<file path="config.mk">
export PLATFORM = sky130hd
export DESIGN_NAME = spsc_commander
export DESIGN_NICKNAME = d
export VERILOG_FILES = /design/src/design/spsc_pkg.sv /design/src/design/spsc_commander.sv /design/src/design/spsc_uart.sv
export VERILOG_INCLUDE_DIRS = /design/src /design/src/design
export SDC_FILE = /design/constraint.sdc
export NUM_CORES = 1
export LEC_CHECK = 0
export BUFFER_PORTS_ARGS = -buffer_cell sky130_fd_sc_hd__buf_2
export CAP_MARGIN = 40
export CORE_MARGIN = 2
export CORE_UTILIZATION = 55
export DETAILED_ROUTE_END_ITERATION = 8
export PLACE_DENSITY = 0.77
export SLEW_MARGIN = 10
export SYNTH_ARGS = -nofsm -noshare
export SYNTH_HDL_FRONTEND = slang
export SYNTH_HIERARCHICAL = 1
export SYNTH_SLANG_ARGS = --single-unit
</file>
<file path="constraint.sdc">
create_clock -name core_clk -period 2.55 [get_ports core_clk]
set_input_delay 0.51 -clock core_clk [delete_from_list [all_inputs] [get_ports core_clk]]
set_output_delay 0.51 -clock core_clk [all_outputs]
set_load 0.05 [all_outputs]
</file>
<file path="src/design/spsc_consts.svh">
`ifndef SPSC_CONSTS_SVH
`define SPSC_CONSTS_SVH

// Serial line settings
`define SPSC_CLK_HZ          100000000
`define SPSC_BAUD_RATE       19200
`define SPSC_DATA_BITS       8
`define SPSC_STOP_BITS       1
`define SPSC_BIT_CYCLES      (`SPSC_CLK_HZ / `SPSC_BAUD_RATE)
`define SPSC_MIN_BIT_CYCLES  16

// Switch geometry
`define SPSC_NUM_USERS       4
`define SPSC_NUM_CHANS       24

// Channel numbers; zero means video off
`define SPSC_VIDEO_OFF       5'h00
`define SPSC_FIRST_CHAN      5'h01
`define SPSC_LOW_LAST_CHAN   5'h10
`define SPSC_FIRST_HIGH_CHAN 5'h11
`define SPSC_LAST_CHAN       5'h18
`define SPSC_RESET_CHAN      5'h01

// Code table bases
`define SPSC_LOW_NIBBLE_MIN  4'h1
`define SPSC_LOW_NIBBLE_MAX  4'h4
`define SPSC_HIGH_BASE_A     8'h60
`define SPSC_HIGH_BASE_B     8'h80
`define SPSC_HIGH_NIBBLE_A   4'h6
`define SPSC_HIGH_NIBBLE_B   4'h8
`define SPSC_OFF_CODE_BASE   8'h71
`define SPSC_OFF_CODE_LAST   8'h74

`endif

</file>
<file path="src/design/spsc_pkg.sv">
package spsc_pkg;

    // Gray order along idle, start, data, stop
    typedef enum logic [1:0] {
        SPSC_IDLE  = 2'h0,
        SPSC_START = 2'h1,
        SPSC_DATA  = 2'h3,
        SPSC_STOP  = 2'h2
    } spsc_ser_state_t;

    typedef struct packed {
        logic       ok;
        logic [1:0] user;
        logic [4:0] chan;
    } spsc_cmd_t;

endpackage

</file>
<file path="src/design/spsc_commander.sv">
`include "spsc_consts.svh"

module spsc_commander #(
    parameter int BIT_CYCLES = `SPSC_BIT_CYCLES,
    parameter int NUM_USERS  = `SPSC_NUM_USERS
) (
    input  wire logic        core_clk,
    input  wire logic        rstn,
    input  wire logic        serialRx,
    output logic             serialTx,
    input  wire logic        localReq,
    input  wire logic [1:0]  localUser,
    input  wire logic [4:0]  localChan,
    output logic             localReady,
    output logic [19:0]      routeChan,
    output logic [3:0]       videoOff
);
    if (NUM_USERS != `SPSC_NUM_USERS) begin : g_chk_users
        $error("code table serves exactly four user ports");
    end

    ////////////////////////////////////////////////////////////////////////
    // Code table

    function automatic spsc_pkg::spsc_cmd_t decodeByte(input logic [7:0] b);
        spsc_pkg::spsc_cmd_t c;
        c = '0;
        if (b[7:4] >= `SPSC_LOW_NIBBLE_MIN && b[7:4] <= `SPSC_LOW_NIBBLE_MAX) begin
            c.ok   = 1'b1;
            c.user = 2'(b[7:4] - `SPSC_LOW_NIBBLE_MIN);
            c.chan = {1'b0, b[3:0]} + `SPSC_FIRST_CHAN;
        end else if (b[7:4] == `SPSC_HIGH_NIBBLE_A || b[7:4] == `SPSC_HIGH_NIBBLE_B) begin
            c.ok   = 1'b1;
            c.user = {b[7], b[3]};
            c.chan = `SPSC_FIRST_HIGH_CHAN + {2'h0, b[2:0]};
        end else if (b >= `SPSC_OFF_CODE_BASE && b <= `SPSC_OFF_CODE_LAST) begin
            c.ok   = 1'b1;
            c.user = 2'(b - `SPSC_OFF_CODE_BASE);
            c.chan = `SPSC_VIDEO_OFF;
        end
        return c;
    endfunction

    function automatic logic [7:0] encodeCode(input logic [1:0] user, input logic [4:0] chan);
        logic [7:0] code;
        code = 8'h00;
        if (chan == `SPSC_VIDEO_OFF) begin
            code = `SPSC_OFF_CODE_BASE + {6'h00, user};
        end else if (chan <= `SPSC_LOW_LAST_CHAN) begin
            code = {2'(user + 2'h1) == 2'h0 ? 4'h4 : {2'h0, 2'(user + 2'h1)},
                    4'(chan - `SPSC_FIRST_CHAN)};
        end else begin
            code = (user[1] ? `SPSC_HIGH_BASE_B : `SPSC_HIGH_BASE_A)
                 + {4'h0, user[0], 3'(chan - `SPSC_FIRST_HIGH_CHAN)};
        end
        return code;
    endfunction

    ////////////////////////////////////////////////////////////////////////
    // Serial port

    logic [7:0] rxData;
    logic       rxValid;
    logic       txBusy;
    logic       txStart;
    logic       pendValid_reg, pendValid_next;
    logic [7:0] pendByte_reg, pendByte_next;

    spsc_uart #(
        .BIT_CYCLES (BIT_CYCLES)
    ) u_uart (
        .core_clk (core_clk),
        .rstn     (rstn),
        .rxLine   (serialRx),
        .txLine   (serialTx),
        .rxData   (rxData),
        .rxValid  (rxValid),
        .txData   (pendByte_reg),
        .txStart  (txStart),
        .txBusy   (txBusy)
    );

    ////////////////////////////////////////////////////////////////////////
    // Decode and routing

    logic [3:0][4:0] routeChan_reg, routeChan_next;

    wire spsc_pkg::spsc_cmd_t rxCmd = decodeByte(rxData);
    wire serialHit  = rxValid && rxCmd.ok;
    wire localValid = (localChan <= `SPSC_LAST_CHAN);
    wire localDiff  = (routeChan_reg[localUser] != localChan);
    wire localHit   = localReq && localReady && localValid && localDiff;
    wire [7:0] localCode = encodeCode(localUser, localChan);

    // A local switch is only taken with the line idle, so the echo slot is free
    assign localReady = !pendValid_reg && !txBusy && !rxValid;

    always_comb begin
        routeChan_next = routeChan_reg;
        if (serialHit) begin
            routeChan_next[rxCmd.user] = rxCmd.chan;
        end else if (localHit) begin
            routeChan_next[localUser] = localChan;
        end
    end

    ////////////////////////////////////////////////////////////////////////
    // Outgoing byte: echo of a serial command or code of a local switch

    assign txStart = pendValid_reg && !txBusy;

    always_comb begin
        pendValid_next = pendValid_reg;
        pendByte_next  = pendByte_reg;
        if (serialHit) begin
            pendValid_next = 1'b1;
            pendByte_next  = rxData;
        end else if (localHit) begin
            pendValid_next = 1'b1;
            pendByte_next  = localCode;
        end else if (txStart) begin
            pendValid_next = 1'b0;
        end
    end

    always_ff @(posedge core_clk or negedge rstn) begin
        if (!rstn) begin
            routeChan_reg <= {4{`SPSC_RESET_CHAN}};
            pendValid_reg <= 1'b0;
            pendByte_reg  <= 8'h00;
        end else begin
            routeChan_reg <= routeChan_next;
            pendValid_reg <= pendValid_next;
            pendByte_reg  <= pendByte_next;
        end
    end

    assign routeChan = routeChan_reg;
    for (genvar u = 0; u < 4; u++) begin : g_video
        assign videoOff[u] = (routeChan_reg[u] == `SPSC_VIDEO_OFF);
    end

    logic [3:0][4:0] holdMask;
    always_comb begin
        holdMask = {4{5'h1F}};
        holdMask[rxCmd.user] = 5'h00;
    end
endmodule

</file>
<file path="src/design/spsc_uart.sv">
`include "spsc_consts.svh"

module spsc_uart #(
    parameter int BIT_CYCLES = `SPSC_BIT_CYCLES
) (
    input  wire logic       core_clk,
    input  wire logic       rstn,
    input  wire logic       rxLine,
    output logic            txLine,
    output logic [7:0]      rxData,
    output logic            rxValid,
    input  wire logic [7:0] txData,
    input  wire logic       txStart,
    output logic            txBusy
);
    localparam int CW = $clog2(BIT_CYCLES);
    localparam logic [CW-1:0] LAST = CW'(BIT_CYCLES - 1);
    localparam logic [CW-1:0] HALF = CW'(BIT_CYCLES / 2 - 1);

    if (BIT_CYCLES < `SPSC_MIN_BIT_CYCLES) begin : g_chk
        $error("bit period too short");
    end

    spsc_pkg::spsc_ser_state_t rxState_reg, rxState_next, txState_reg, txState_next;
    logic [CW-1:0] rxCnt_reg, rxCnt_next, txCnt_reg, txCnt_next;
    logic [2:0]    rxBits_reg, rxBits_next, txBits_reg, txBits_next;
    logic [7:0]    rxShift_reg, rxShift_next, txShift_reg, txShift_next;
    logic          rxValid_next, txLine_next;
    logic [7:0]    rxData_next;

    wire rxEnd = (rxCnt_reg == LAST);
    wire txEnd = (txCnt_reg == LAST);

    ////////////////////////////////////////////////////////////////////////
    // Receiver: always listening, no flow control
    always_comb begin
        rxState_next = rxState_reg;
        rxCnt_next   = rxCnt_reg + 1'b1;
        rxBits_next  = rxBits_reg;
        rxShift_next = rxShift_reg;
        rxValid_next = 1'b0;
        rxData_next  = rxData;
        case (rxState_reg)
            spsc_pkg::SPSC_IDLE: begin
                rxCnt_next = '0;
                if (!rxLine) rxState_next = spsc_pkg::SPSC_START;
            end
            spsc_pkg::SPSC_START: begin
                if (rxCnt_reg == HALF) begin
                    rxCnt_next   = '0;
                    rxBits_next  = 3'h0;
                    rxState_next = rxLine ? spsc_pkg::SPSC_IDLE : spsc_pkg::SPSC_DATA;
                end
            end
            spsc_pkg::SPSC_DATA: begin
                if (rxEnd) begin
                    rxCnt_next   = '0;
                    rxShift_next = {rxLine, rxShift_reg[7:1]};
                    rxBits_next  = rxBits_reg + 3'h1;
                    if (rxBits_reg == 3'h7) rxState_next = spsc_pkg::SPSC_STOP;
                end
            end
            spsc_pkg::SPSC_STOP: begin
                if (rxEnd) begin
                    rxValid_next = rxLine;
                    rxData_next  = rxShift_reg;
                    rxState_next = spsc_pkg::SPSC_IDLE;
                end
            end
            default: rxState_next = spsc_pkg::SPSC_IDLE;
        endcase
    end

    ////////////////////////////////////////////////////////////////////////
    // Transmitter: start bit, eight data bits LSB first, one stop bit
    always_comb begin
        txState_next = txState_reg;
        txCnt_next   = txEnd ? '0 : txCnt_reg + 1'b1;
        txBits_next  = txBits_reg;
        txShift_next = txShift_reg;
        case (txState_reg)
            spsc_pkg::SPSC_IDLE: begin
                txCnt_next = '0;
                if (txStart) begin
                    txShift_next = txData;
                    txState_next = spsc_pkg::SPSC_START;
                end
            end
            spsc_pkg::SPSC_START: begin
                txBits_next = 3'h0;
                if (txEnd) txState_next = spsc_pkg::SPSC_DATA;
            end
            spsc_pkg::SPSC_DATA: begin
                if (txEnd) begin
                    txShift_next = {1'b0, txShift_reg[7:1]};
                    txBits_next  = txBits_reg + 3'h1;
                    if (txBits_reg == 3'h7) txState_next = spsc_pkg::SPSC_STOP;
                end
            end
            spsc_pkg::SPSC_STOP: begin
                if (txEnd) txState_next = spsc_pkg::SPSC_IDLE;
            end
            default: txState_next = spsc_pkg::SPSC_IDLE;
        endcase
        case (txState_next)
            spsc_pkg::SPSC_START: txLine_next = 1'b0;
            spsc_pkg::SPSC_DATA:  txLine_next = txShift_next[0];
            default:              txLine_next = 1'b1;
        endcase
    end

    assign txBusy = (txState_reg != spsc_pkg::SPSC_IDLE);

    always_ff @(posedge core_clk or negedge rstn) begin
        if (!rstn) begin
            rxState_reg <= spsc_pkg::SPSC_IDLE;
            txState_reg <= spsc_pkg::SPSC_IDLE;
            rxCnt_reg   <= '0;
            txCnt_reg   <= '0;
            rxBits_reg  <= 3'h0;
            txBits_reg  <= 3'h0;
            rxShift_reg <= 8'h00;
            txShift_reg <= 8'h00;
            rxValid     <= 1'b0;
            rxData      <= 8'h00;
            txLine      <= 1'b1;
        end else begin
            rxState_reg <= rxState_next;
            txState_reg <= txState_next;
            rxCnt_reg   <= rxCnt_next;
            txCnt_reg   <= txCnt_next;
            rxBits_reg  <= rxBits_next;
            txBits_reg  <= txBits_next;
            rxShift_reg <= rxShift_next;
            txShift_reg <= txShift_next;
            rxValid     <= rxValid_next;
            rxData      <= rxData_next;
            txLine      <= txLine_next;
        end
    end
endmodule

</file>
## Word-level counts from Yosys, hierarchy flattened

Index checks and enable logic that the tools add are counted.

| cells by class | value |
|---|---|
| equality and inequality tests | 23 |
| shift operators | 0 |
| add/subtract/negate cells | 13 |
| bitwise gates (word level) | 0 |
| $mul | 0 |
| order comparisons | 10 |
| divide/modulo/power cells | 0 |
| reductions and logical operators | 35 |
| muxes and demuxes | 51 |

Operators with widths:

| kind | count |
|---|---|
| 2-to-1 mux 8 bit | 10 |
| 2-to-1 mux 13 bit | 4 |
| bitwise mux 20 bit | 2 |
| 2-to-1 mux 20 bit | 2 |
| one-hot mux 13 bit (3 select lines) | 1 |
| adder 13 x 1 -> 13 bit, second input constant | 2 |
| == test 13 bit, second input constant | 2 |
| zero test 5 bit | 5 |
| 2-to-1 mux 2 bit | 11 |
| demux 5 bit (select 2 bit) | 2 |
| one-hot mux 2 bit (4 select lines) | 2 |
| one-hot mux 8 bit (2 select lines) | 1 |
| 2-to-1 mux 5 bit | 3 |
| == test 13 x 12 -> 1 bit, second input constant | 1 |
| 2-to-1 mux 3 bit | 4 |
| one-hot mux 3 bit (2 select lines) | 2 |
| logical AND 1 bit | 11 |
| binary-select mux 5 bit (select 2 bit) | 1 |
| == test 2 bit, second input constant | 5 |
| less-or-equal comparator 5 bit, second input constant | 2 |
| inequality test 2 x 1 -> 1 bit, second input constant | 5 |
| nonzero test 2 bit | 5 |
| adder 7 x 2 -> 8 bit, first input constant | 1 |
| adder 8 x 4 -> 8 bit | 1 |
| other kinds (28) | 47 |

| storage, ports and cells | value |
|---|---|
| memory bits (writable) | 0 |
| memories | 0 |
| output and inout port bits | 26 |
| logic and storage cells | 150 |
| flip-flop bits (word level) | 91 |
| bits in latches | 0 |
| memory bits (read-only) | 0 |

## Logic depth before layout (Yosys ltp)

Gate-level depths: netlist of the first run.

| depth | value |
|---|---|
| depth in word-level cells | 11 |
| mapped depth | 11 |
| depth with buffers taken out | 9 |

## Cells and area by module

The synthesis of the first run kept the hierarchy.

By module, submodules not included:

| module | times used | area each (um2) | cells each | seq. area each (um2) |
|---|---|---|---|---|
| spsc_uart | 1 | 3032.9 | 269 | 1552.7 |
| spsc_commander | 1 | 2382.3 | 236 | 730.7 |

## Worst setup path after synthesis of the first run

No wires, ideal clock.

| timing | value |
|---|---|
| kind | reg-to-reg |
| start | register u_uart.txState_reg[0] |
| end | register routeChan_reg (netlist bit routeChan[16]) |
| arrival | 3228 ps |
| path buffers | 0 |
| library setup time | 128 ps |
| required time | 2422 ps |
| slack | -805 ps |
| stages on the path, launching flop included | 9 |
| path through | dfrtp_1 > inv_1 > ha_1 > inv_1 > nor3_1 > nand3_1 > a41oi_2 > o21a_2 > mux2_1 |

| between the ends | value |
|---|---|
| longest elaborated chain between the ends | 8 |

RTL lines:

| what | RTL line | source |
|---|---|---|
| start, declared | spsc_uart.sv:24 | `spsc_pkg::spsc_ser_state_t rxState_reg, rxState_next, txState_reg, txState_next;` |
| start signal, assigned | spsc_uart.sv:117 | `txState_reg <= spsc_pkg::SPSC_IDLE;` |
| start signal, assigned | spsc_uart.sv:129 | `txState_reg <= txState_next;` |
| nonzero test 2 bit | spsc_uart.sv:112 | `assign txBusy = (txState_reg != spsc_pkg::SPSC_IDLE);` |
| named net txBusy | spsc_commander.sv:64 | `logic txBusy;` |
| zero test 1 bit | spsc_commander.sv:96 | `assign localReady = !pendValid_reg && !txBusy && !rxValid;` |
| logical AND 1 bit (2 in series) | spsc_commander.sv:96 |  |
| named net localReady | spsc_commander.sv:14 | `output logic localReady,` |
| logical AND 1 bit (3 in series) | spsc_commander.sv:92 | `wire localHit = localReq && localReady && localValid && localDiff;` |
| nonzero test 2 bit (no source line) | n/a |  |
| end signal, assigned | spsc_commander.sv:128 | `` routeChan_reg <= {4{`SPSC_RESET_CHAN}}; `` |
| end signal, assigned | spsc_commander.sv:132 | `routeChan_reg <= routeChan_next;` |
| end, declared | spsc_commander.sv:86 | `logic [3:0][4:0] routeChan_reg, routeChan_next;` |

The timed path passes the listed nets, and every way through them passes these cells.
A chain may end at the register's enable or synchronous reset.

## Worst setup path after layout of the first run

| timing | value |
|---|---|
| start | register u_uart.rxData[4] |
| end | register routeChan_reg (netlist bit routeChan[19]) |

| between the ends | value |
|---|---|
| longest elaborated chain between the ends | 11 |
| elaborated cells between the ends (all ways) | 22 |

RTL lines:

| what | RTL line | source |
|---|---|---|
| start, declared | spsc_uart.sv:10 | `output logic [7:0] rxData,` |
| start signal, assigned | spsc_uart.sv:137 | `rxData <= rxData_next;` |
| greater-or-equal comparator 8 x 7 -> 1 bit (no source line) or less-or-equal comparator 8 x 7 -> 1 bit (tied branches) | n/a |  |
| logical AND 1 bit (no source line) | n/a |  |
| 2-to-1 mux 8 bit | spsc_commander.sv:36 | `` end else if (b >= `SPSC_OFF_CODE_BASE && b <= `SPSC_OFF_CODE_LAST) begin `` |
| 2-to-1 mux 8 bit | spsc_commander.sv:32 | `` end else if (b[7:4] == `SPSC_HIGH_NIBBLE_A \|\| b[7:4] == `SPSC_HIGH_NIBBLE_B) begin `` |
| 2-to-1 mux 8 bit (*) | spsc_commander.sv:28 | `` if (b[7:4] >= `SPSC_LOW_NIBBLE_MIN && b[7:4] <= `SPSC_LOW_NIBBLE_MAX) begin `` |
| < comparator 2 x 3 -> 1 bit or greater-or-equal comparator 2 x 1 -> 1 bit (tied branches) | n/a |  |
| logical AND 1 bit | n/a |  |
| 2-to-1 mux 5 bit | n/a |  |
| demux 5 bit (select 2 bit) | n/a |  |
| bitwise mux 20 bit | spsc_commander.sv:101 | `routeChan_next[rxCmd.user] = rxCmd.chan;` |
| 2-to-1 mux 20 bit | spsc_commander.sv:100 | `if (serialHit) begin` |

Mark *: on every way between the ends. The rest lies on a longest branch, timed or not.

==> results of run 1 <==
-- per-layer routing --
| layer | vias up | GRT usage, % |
|---|---|---|
| li1 | 1947 | - |
| met1 | 2023 | 31.3 |
| met2 | 113 | 35.7 |
| met3 | 37 | 5.31 |
| met4 | 0 | 9.01 |
| met5 | - | 0 |
-- worst paths after layout --
kind	startpoint	end	slack (ns)	cells after the start
setup / recovery	u_uart/rxData[4]	routeChan[19]	0.06	9
max in group asynchronous	rstn	u_uart/txLine	1.81	2
hold reg to reg	u_uart/rxCnt_reg[0]	u_uart/rxCnt_reg[0]	0.49	1
min in group core_clk	serialRx	u_uart/rxState_reg[0]	0.40	2
hold / removal	rstn	u_uart/txBits_reg[0]	0.06	1
setup reg to reg	u_uart/rxData[4]	routeChan[19]	0.06	9
-- metrics by stage --
step | total power, mW | cells | setup WS, ns
3_5_place_dp | 3.36 | 684 | -0.197
5_1_grt | 4.66 | 702 | -0.0466
2_1_floorplan | 2.98 | 505 | 0.00160
3_3_place_gp | 3.32 | 684 | -0.0342
4_1_cts | 4.45 | 700 | 0.00604
6_report | 4.42 | 702 | 0.0557
-- cell usage in the layout (no fill, tap or decap), types with 14 or more instances in the layout --
cell	count
buf_2	35
buf_4	35
dfrtp_1	84
ha_1	21
inv_1	19
mux2_2	23
nand2_1	33
nand3_1	15
nor2_1	58
xnor2_1	18
xor2_1	14
-- cell families (layout without fill, tap and decap cells) --
family                   Yosys count  in the layout  synth area share, %
AO/OA/AOI/OAI                     92             92                 14.5
XOR/XNOR                          32             32                 5.18
adder cells (fa/ha/maj)           24             24                 5.55
buffers and inverters             46            110                 3.93
flip-flops                        91             91                 42.2
multiplexers                      51             51                 11.4
AND/OR/NAND/NOR                  169            169                 17.3
-- final cells by class --
| class | instances | share of cell area [%] |
|---|---|---|
| Multi-Input combinational cell | 368 | 48.4 |
| Sequential cell | 91 | 36.6 |
| Timing Repair Buffer | 72 | 7.51 |
| Tap cell | 133 | 2.66 |
| Clock buffer | 12 | 2.32 |
| Inverter | 22 | 1.32 |
| Clock inverter | 4 | 1.18 |
-- power breakdown --
part	internal [mW]	total, mW	switching (mW)
logic	0.476	1.43	0.950
registers	1.70	1.92	0.222
clock network	0.581	1.08	0.500
-- what timing repair did --
item                                    CTS  global route
endpoints found under the setup margin   24            23
buffers inserted                          0             2
pin swaps                                 0             5
gates resized for setup                   4            14
==> metrics.csv, run 1 <==
metric,value,unit
outcome,"finished, final reports clean",
slowest_stage,dfrtp_2,
chipWidth,103,µm
drv_cap,0,
synth_top_area_cell,dfrtp_1,
postSynthCellCount,505,
ys_warn_count,6,
grt_pass1_wl,18900,µm
arrival,2.74,ns
drtIter0Drc,179,
crit_family,multiplexers,
cts_made_buffers,9,
worst_pin_slew,0.584,ns
wl,11800,µm
cts_tree,done,
cts_buffer_depth,2,
multi_input_area,3030,µm²
gp_congestion,0.881,
final_area,6250,µm²
track_usage,22.9,%
placed_area,5950,µm²
hold_violations,0,
rsz0062_at_grt,yes,
fillers,767,
route.layer.met1.wl,5230,µm
leakage,2.97,nW
drc,0,
fin_tns_setup,0,ns
start_kind,flip-flop,
cts_sinks,91,
insertedDiodeCount,0,
antenna_found_initial,0,
min_period,2.49,ns
synth_area_leaders,"dfrtp_1, ha_1, mux2_2",
port_buffers,36,
cts_hold_buf,0,
hpwl,8480,µm
syn2layout_area_growth,15.4,%
final_nets,599,
final_util,64.5,%
largest_register_ffs,20,
insertion_delay,0.36,ns
synth_edf_count,0,
post_drt_wl_per_cell,16.8,µm
cp_data_required_time,2.79,ns
slew_headroom,60.9,%
seq_area,2290,µm²
synth_nets,540,
yosys-top-cells-count,"dfrtp_1, nor2_1, nand2_1",
cts_htree_levels,3,
cp_cell_sequence,buf_4 > ha_2 > nor4b_4 > a21oi_1 > o21a_2 > o21ai_4 > mux2_1 > o21a_2 > mux2_1,
ys_async_sr_fraction,100,%
yosysUniqueCellTypes,78,
avgSynthCellArea,10.7,µm²
grt_pass1_vias,3844,
die_h,103,µm
wl_met2,5590,µm
top_layer,met4,
synth-seq-cells,91,
vias,4120,
cts.clk_slew.worst_paths,0.09,ns
die_area,10700,µm²
ant_nets,0,
start_util,55.9,%
setup_viol,0,
syn_area,5420,µm²
routed-wl-met3,616,µm
critical_path_class,flip-flop to flip-flop,
yosysMostFrequentCell,dfrtp_1,
final.period_utilization,97.8,%
fp-row-count,36,
crit_buf_inv,1,
ys_seq_area_share,42.2,%
hp-class,input pin to async pin,
synth_top_area_share,39.7,%
viasPerCell,5.87,
timing.fmax,401,MHz
grt.overflow.total,0,
grt_max_degree,65,
slew_viol_final,0,
drive_gt1_share,29.7,%
timing.critical_path.slowest_cell_delay,0.43,ns
ir_drop,0.430,mV
pin_count,37,
root_buffer,clkbuf_8,
power.density,708,nW/µm²
synth_ff_type,dfrtp_1,
holdWs,0.0617,ns
cp-end-kind,flip-flop,
core_area,9680,µm²
fin_skew,0.0103,ns
firstDrtPassIters,5,
crit_path_max_fanout,6,
No activity file was read; power rests on OpenSTA's default activity.
==> run 2, diff against run 1 <==
--- a/config.mk
+++ b/config.mk
@@ -9,9 +9,9 @@
 export BUFFER_PORTS_ARGS = -buffer_cell sky130_fd_sc_hd__buf_2
 export CAP_MARGIN = 40
 export CORE_MARGIN = 2
-export CORE_UTILIZATION = 55
+export CORE_UTILIZATION = 61
 export DETAILED_ROUTE_END_ITERATION = 8
-export PLACE_DENSITY = 0.77
+export PLACE_DENSITY = 0.81
 export SLEW_MARGIN = 10
 export SYNTH_ARGS = -nofsm -noshare
 export SYNTH_HDL_FRONTEND = slang
==> constraint.sdc (replaced) <==
create_clock -name core_clk -period 2.8 [get_ports core_clk]
set_input_delay 0.56 -clock core_clk [delete_from_list [all_inputs] [get_ports core_clk]]
set_output_delay 0.56 -clock core_clk [all_outputs]
set_load 0.05 [all_outputs]
==> metrics.csv, run 2 (synthesis results as in run 1) <==
metric,value,unit,change
insertion_delay,0.36,ns,about the same
final_common_cell,dfrtp_1,,unchanged
drv_cap,0,,unchanged
cp_data_required_time,3.04,ns,was 2.79 ns
hp-class,input pin to async pin,,unchanged
cts_htree_levels,3,,unchanged
cts_sinks,91,,unchanged
placed_area,5750,µm²,was 5950 µm²
critical_path_class,flip-flop to flip-flop,,unchanged
timing.fmax,372,MHz,was 401 MHz
crit_path_max_fanout,6,,unchanged
cp_cell_sequence,inv_1 > ha_1 > nor2_4 > a211oi_4 > a211o_1 > and4b_2 > mux2_2 > o21a_4 > mux2_4,,was buf_4 > ha_2 > nor4b_4 > a21oi_1 > o21a_2 > o21ai_4 > mux2_1 > o21a_2 > mux2_1
start_util,62.4,%,was 55.9%
port_buffers,36,,unchanged
insertedDiodeCount,0,,unchanged
pin_count,37,,unchanged
power.density,635,nW/µm²,was 708 nW/µm²
outcome,"finished, final reports clean",,unchanged
final_nets,581,,was 599
vias,3962,,"was 4,120"
min_period,2.69,ns,was 2.49 ns
track_usage,24.6,%,was 22.9%
syn2layout_area_growth,11.2,%,was 15.4%
cts.clk_slew.worst_paths,0.09,ns,about the same
r2r_start,u_uart/rxData[5],,was u_uart/rxData[4]
slowest_stage,dfrtp_1,,was dfrtp_2
crit_family,compound AO/OA/AOI/OAI gates,,was multiplexers
slew_headroom,60.5,%,was 60.9%
drc,0,,unchanged
fin_tns_setup,0,ns,unchanged
hold_violations,0,,unchanged
timing.critical_path.slowest_cell_delay,0.42,ns,was 0.43 ns
post_drt_wl_per_cell,17.3,µm,was 16.8 µm
r2r-end,routeChan[9],,was routeChan[19]
drtIter0Drc,260,,was 179
ir_drop,0.696,mV,was 0.430 mV
die_h,98.2,µm,was 103 µm
crit_buf_inv,1,,unchanged
leakage,2.83,nW,was 2.97 nW
grt_pass1_wl,19100,µm,"was 18,900 µm"
worst_pin_slew,0.591,ns,was 0.584 ns
firstDrtPassIters,5,,unchanged
largest_register_ffs,20,,unchanged
final.period_utilization,96.0,%,was 97.8%
gp_congestion,0.918,,was 0.881
viasPerCell,6.01,,was 5.87
fin_skew,0.0139,ns,was 0.0103 ns
chipWidth,98.2,µm,was 103 µm
power,3.82,mW,was 4.42 mW
setup_viol,0,,unchanged
r2r_cells,9,,unchanged
root_buffer,clkbuf_8,,unchanged
cts_buffer_depth,2,,unchanged
r2r_slack,0.11,ns,was 0.06 ns
cts_made_buffers,9,,unchanged
holdWs,0.183,ns,was 0.0617 ns
final_cell_mix,"dfrtp_1, nor2_1, buf_2",,"was dfrtp_1, nor2_1, buf_2, buf_4, nand2_1"
grt.overflow.total,0,,unchanged
grt_max_degree,53,,was 65
dp_cells,640,,was 684
cts_hold_buf,0,,unchanged
drive_gt1_share,26.3,%,was 29.7%
die_area,9650,µm²,"was 10,700 µm²"
cts_tree,done,,unchanged
hpwl,8200,µm,was 8480 µm
grt_pass1_vias,3950,,"was 3,844"
core_area,8680,µm²,was 9680 µm²
slew_viol_final,0,,unchanged
start_kind,flip-flop,,unchanged
arrival,2.93,ns,was 2.74 ns
ant_nets,0,,unchanged
fp-row-count,34,,was 36
antenna_found_initial,0,,unchanged
layout.cells.non_filler,659,,was 702
wl,11400,µm,"was 11,800 µm"
cp-end-kind,flip-flop,,unchanged
final_area,6020,µm²,was 6250 µm²
-- run 2: cell types whose count changed in the layout (fill, tap and decap cells not counted), moves of 2 or more --
cell	before	now
clkinvlp_4	0	3
buf_4	35	17
bufinv_16	2	0
ha_2	3	0
ha_1	21	23
inv_2	3	0
inv_1	19	21
-- run 2: layout make-up --
| class | count | area, µm² |
|---|---|---|
| multi-input cells | 368 | 2990 |
| fillers | 629 | 2660 |
| flip-flops and latches | 91 | 2280 |
| repair buffers | 54 | 343 |
| clock buffers | 11 | 141 |
| well taps | 108 | 135 |
| inverters | 22 | 86.3 |
| clock inverters | 5 | 37.5 |
-- run 2: worst max-delay path by stage --
stage,from,to,slack (ns),cells past startpoint
finish,u_uart/rxData[5],routeChan[9],0.11,9
global route,u_uart/rxData[4],routeChan[2],-0.02,10
CTS,u_uart/rxData[5],routeChan[9],0.05,9
detailed placement,u_uart/rxData[5],routeChan[9],0.11,9
global placement,u_uart/rxData[4],routeChan[18],0.17,9
floorplan,u_uart/txState_reg[0],routeChan[16],0.15,8
-- run 2: routing by layer --
layer  vias to the layer above  GRT usage, %  routed length (µm)
met5                         -             0                   0
li1                       1910             -                   -
met3                        29          3.44                 439
met4                         0          11.4                 301
met2                       104          39.7                5570
met1                      1919          33.2                5120
-- run 2: where the power goes --
part           internal, mW  switching (mW)  leakage [nW]
Clock                 0.350           0.457        0.0859
Combinational         0.412           0.856          1.56
Sequential             1.54           0.204          1.19
-- run 2: what timing repair did --
action                                  in CTS  in global routing
endpoints found under the setup margin       0                 24
resized for setup                            0                 12
buffers inserted                             0                  3
-- run 2: per-stage QoR --
| step | worst slack [ns] | util [%] |
|---|---|---|
| after floorplan | 0.154 | - |
| after global placement | 0.172 | 66.3 |
| after detailed placement | 0.107 | 66.3 |
| after CTS | 0.0506 | 68.3 |
| after global routing | -0.0179 | 69.4 |
| final | 0.111 | 69.4 |
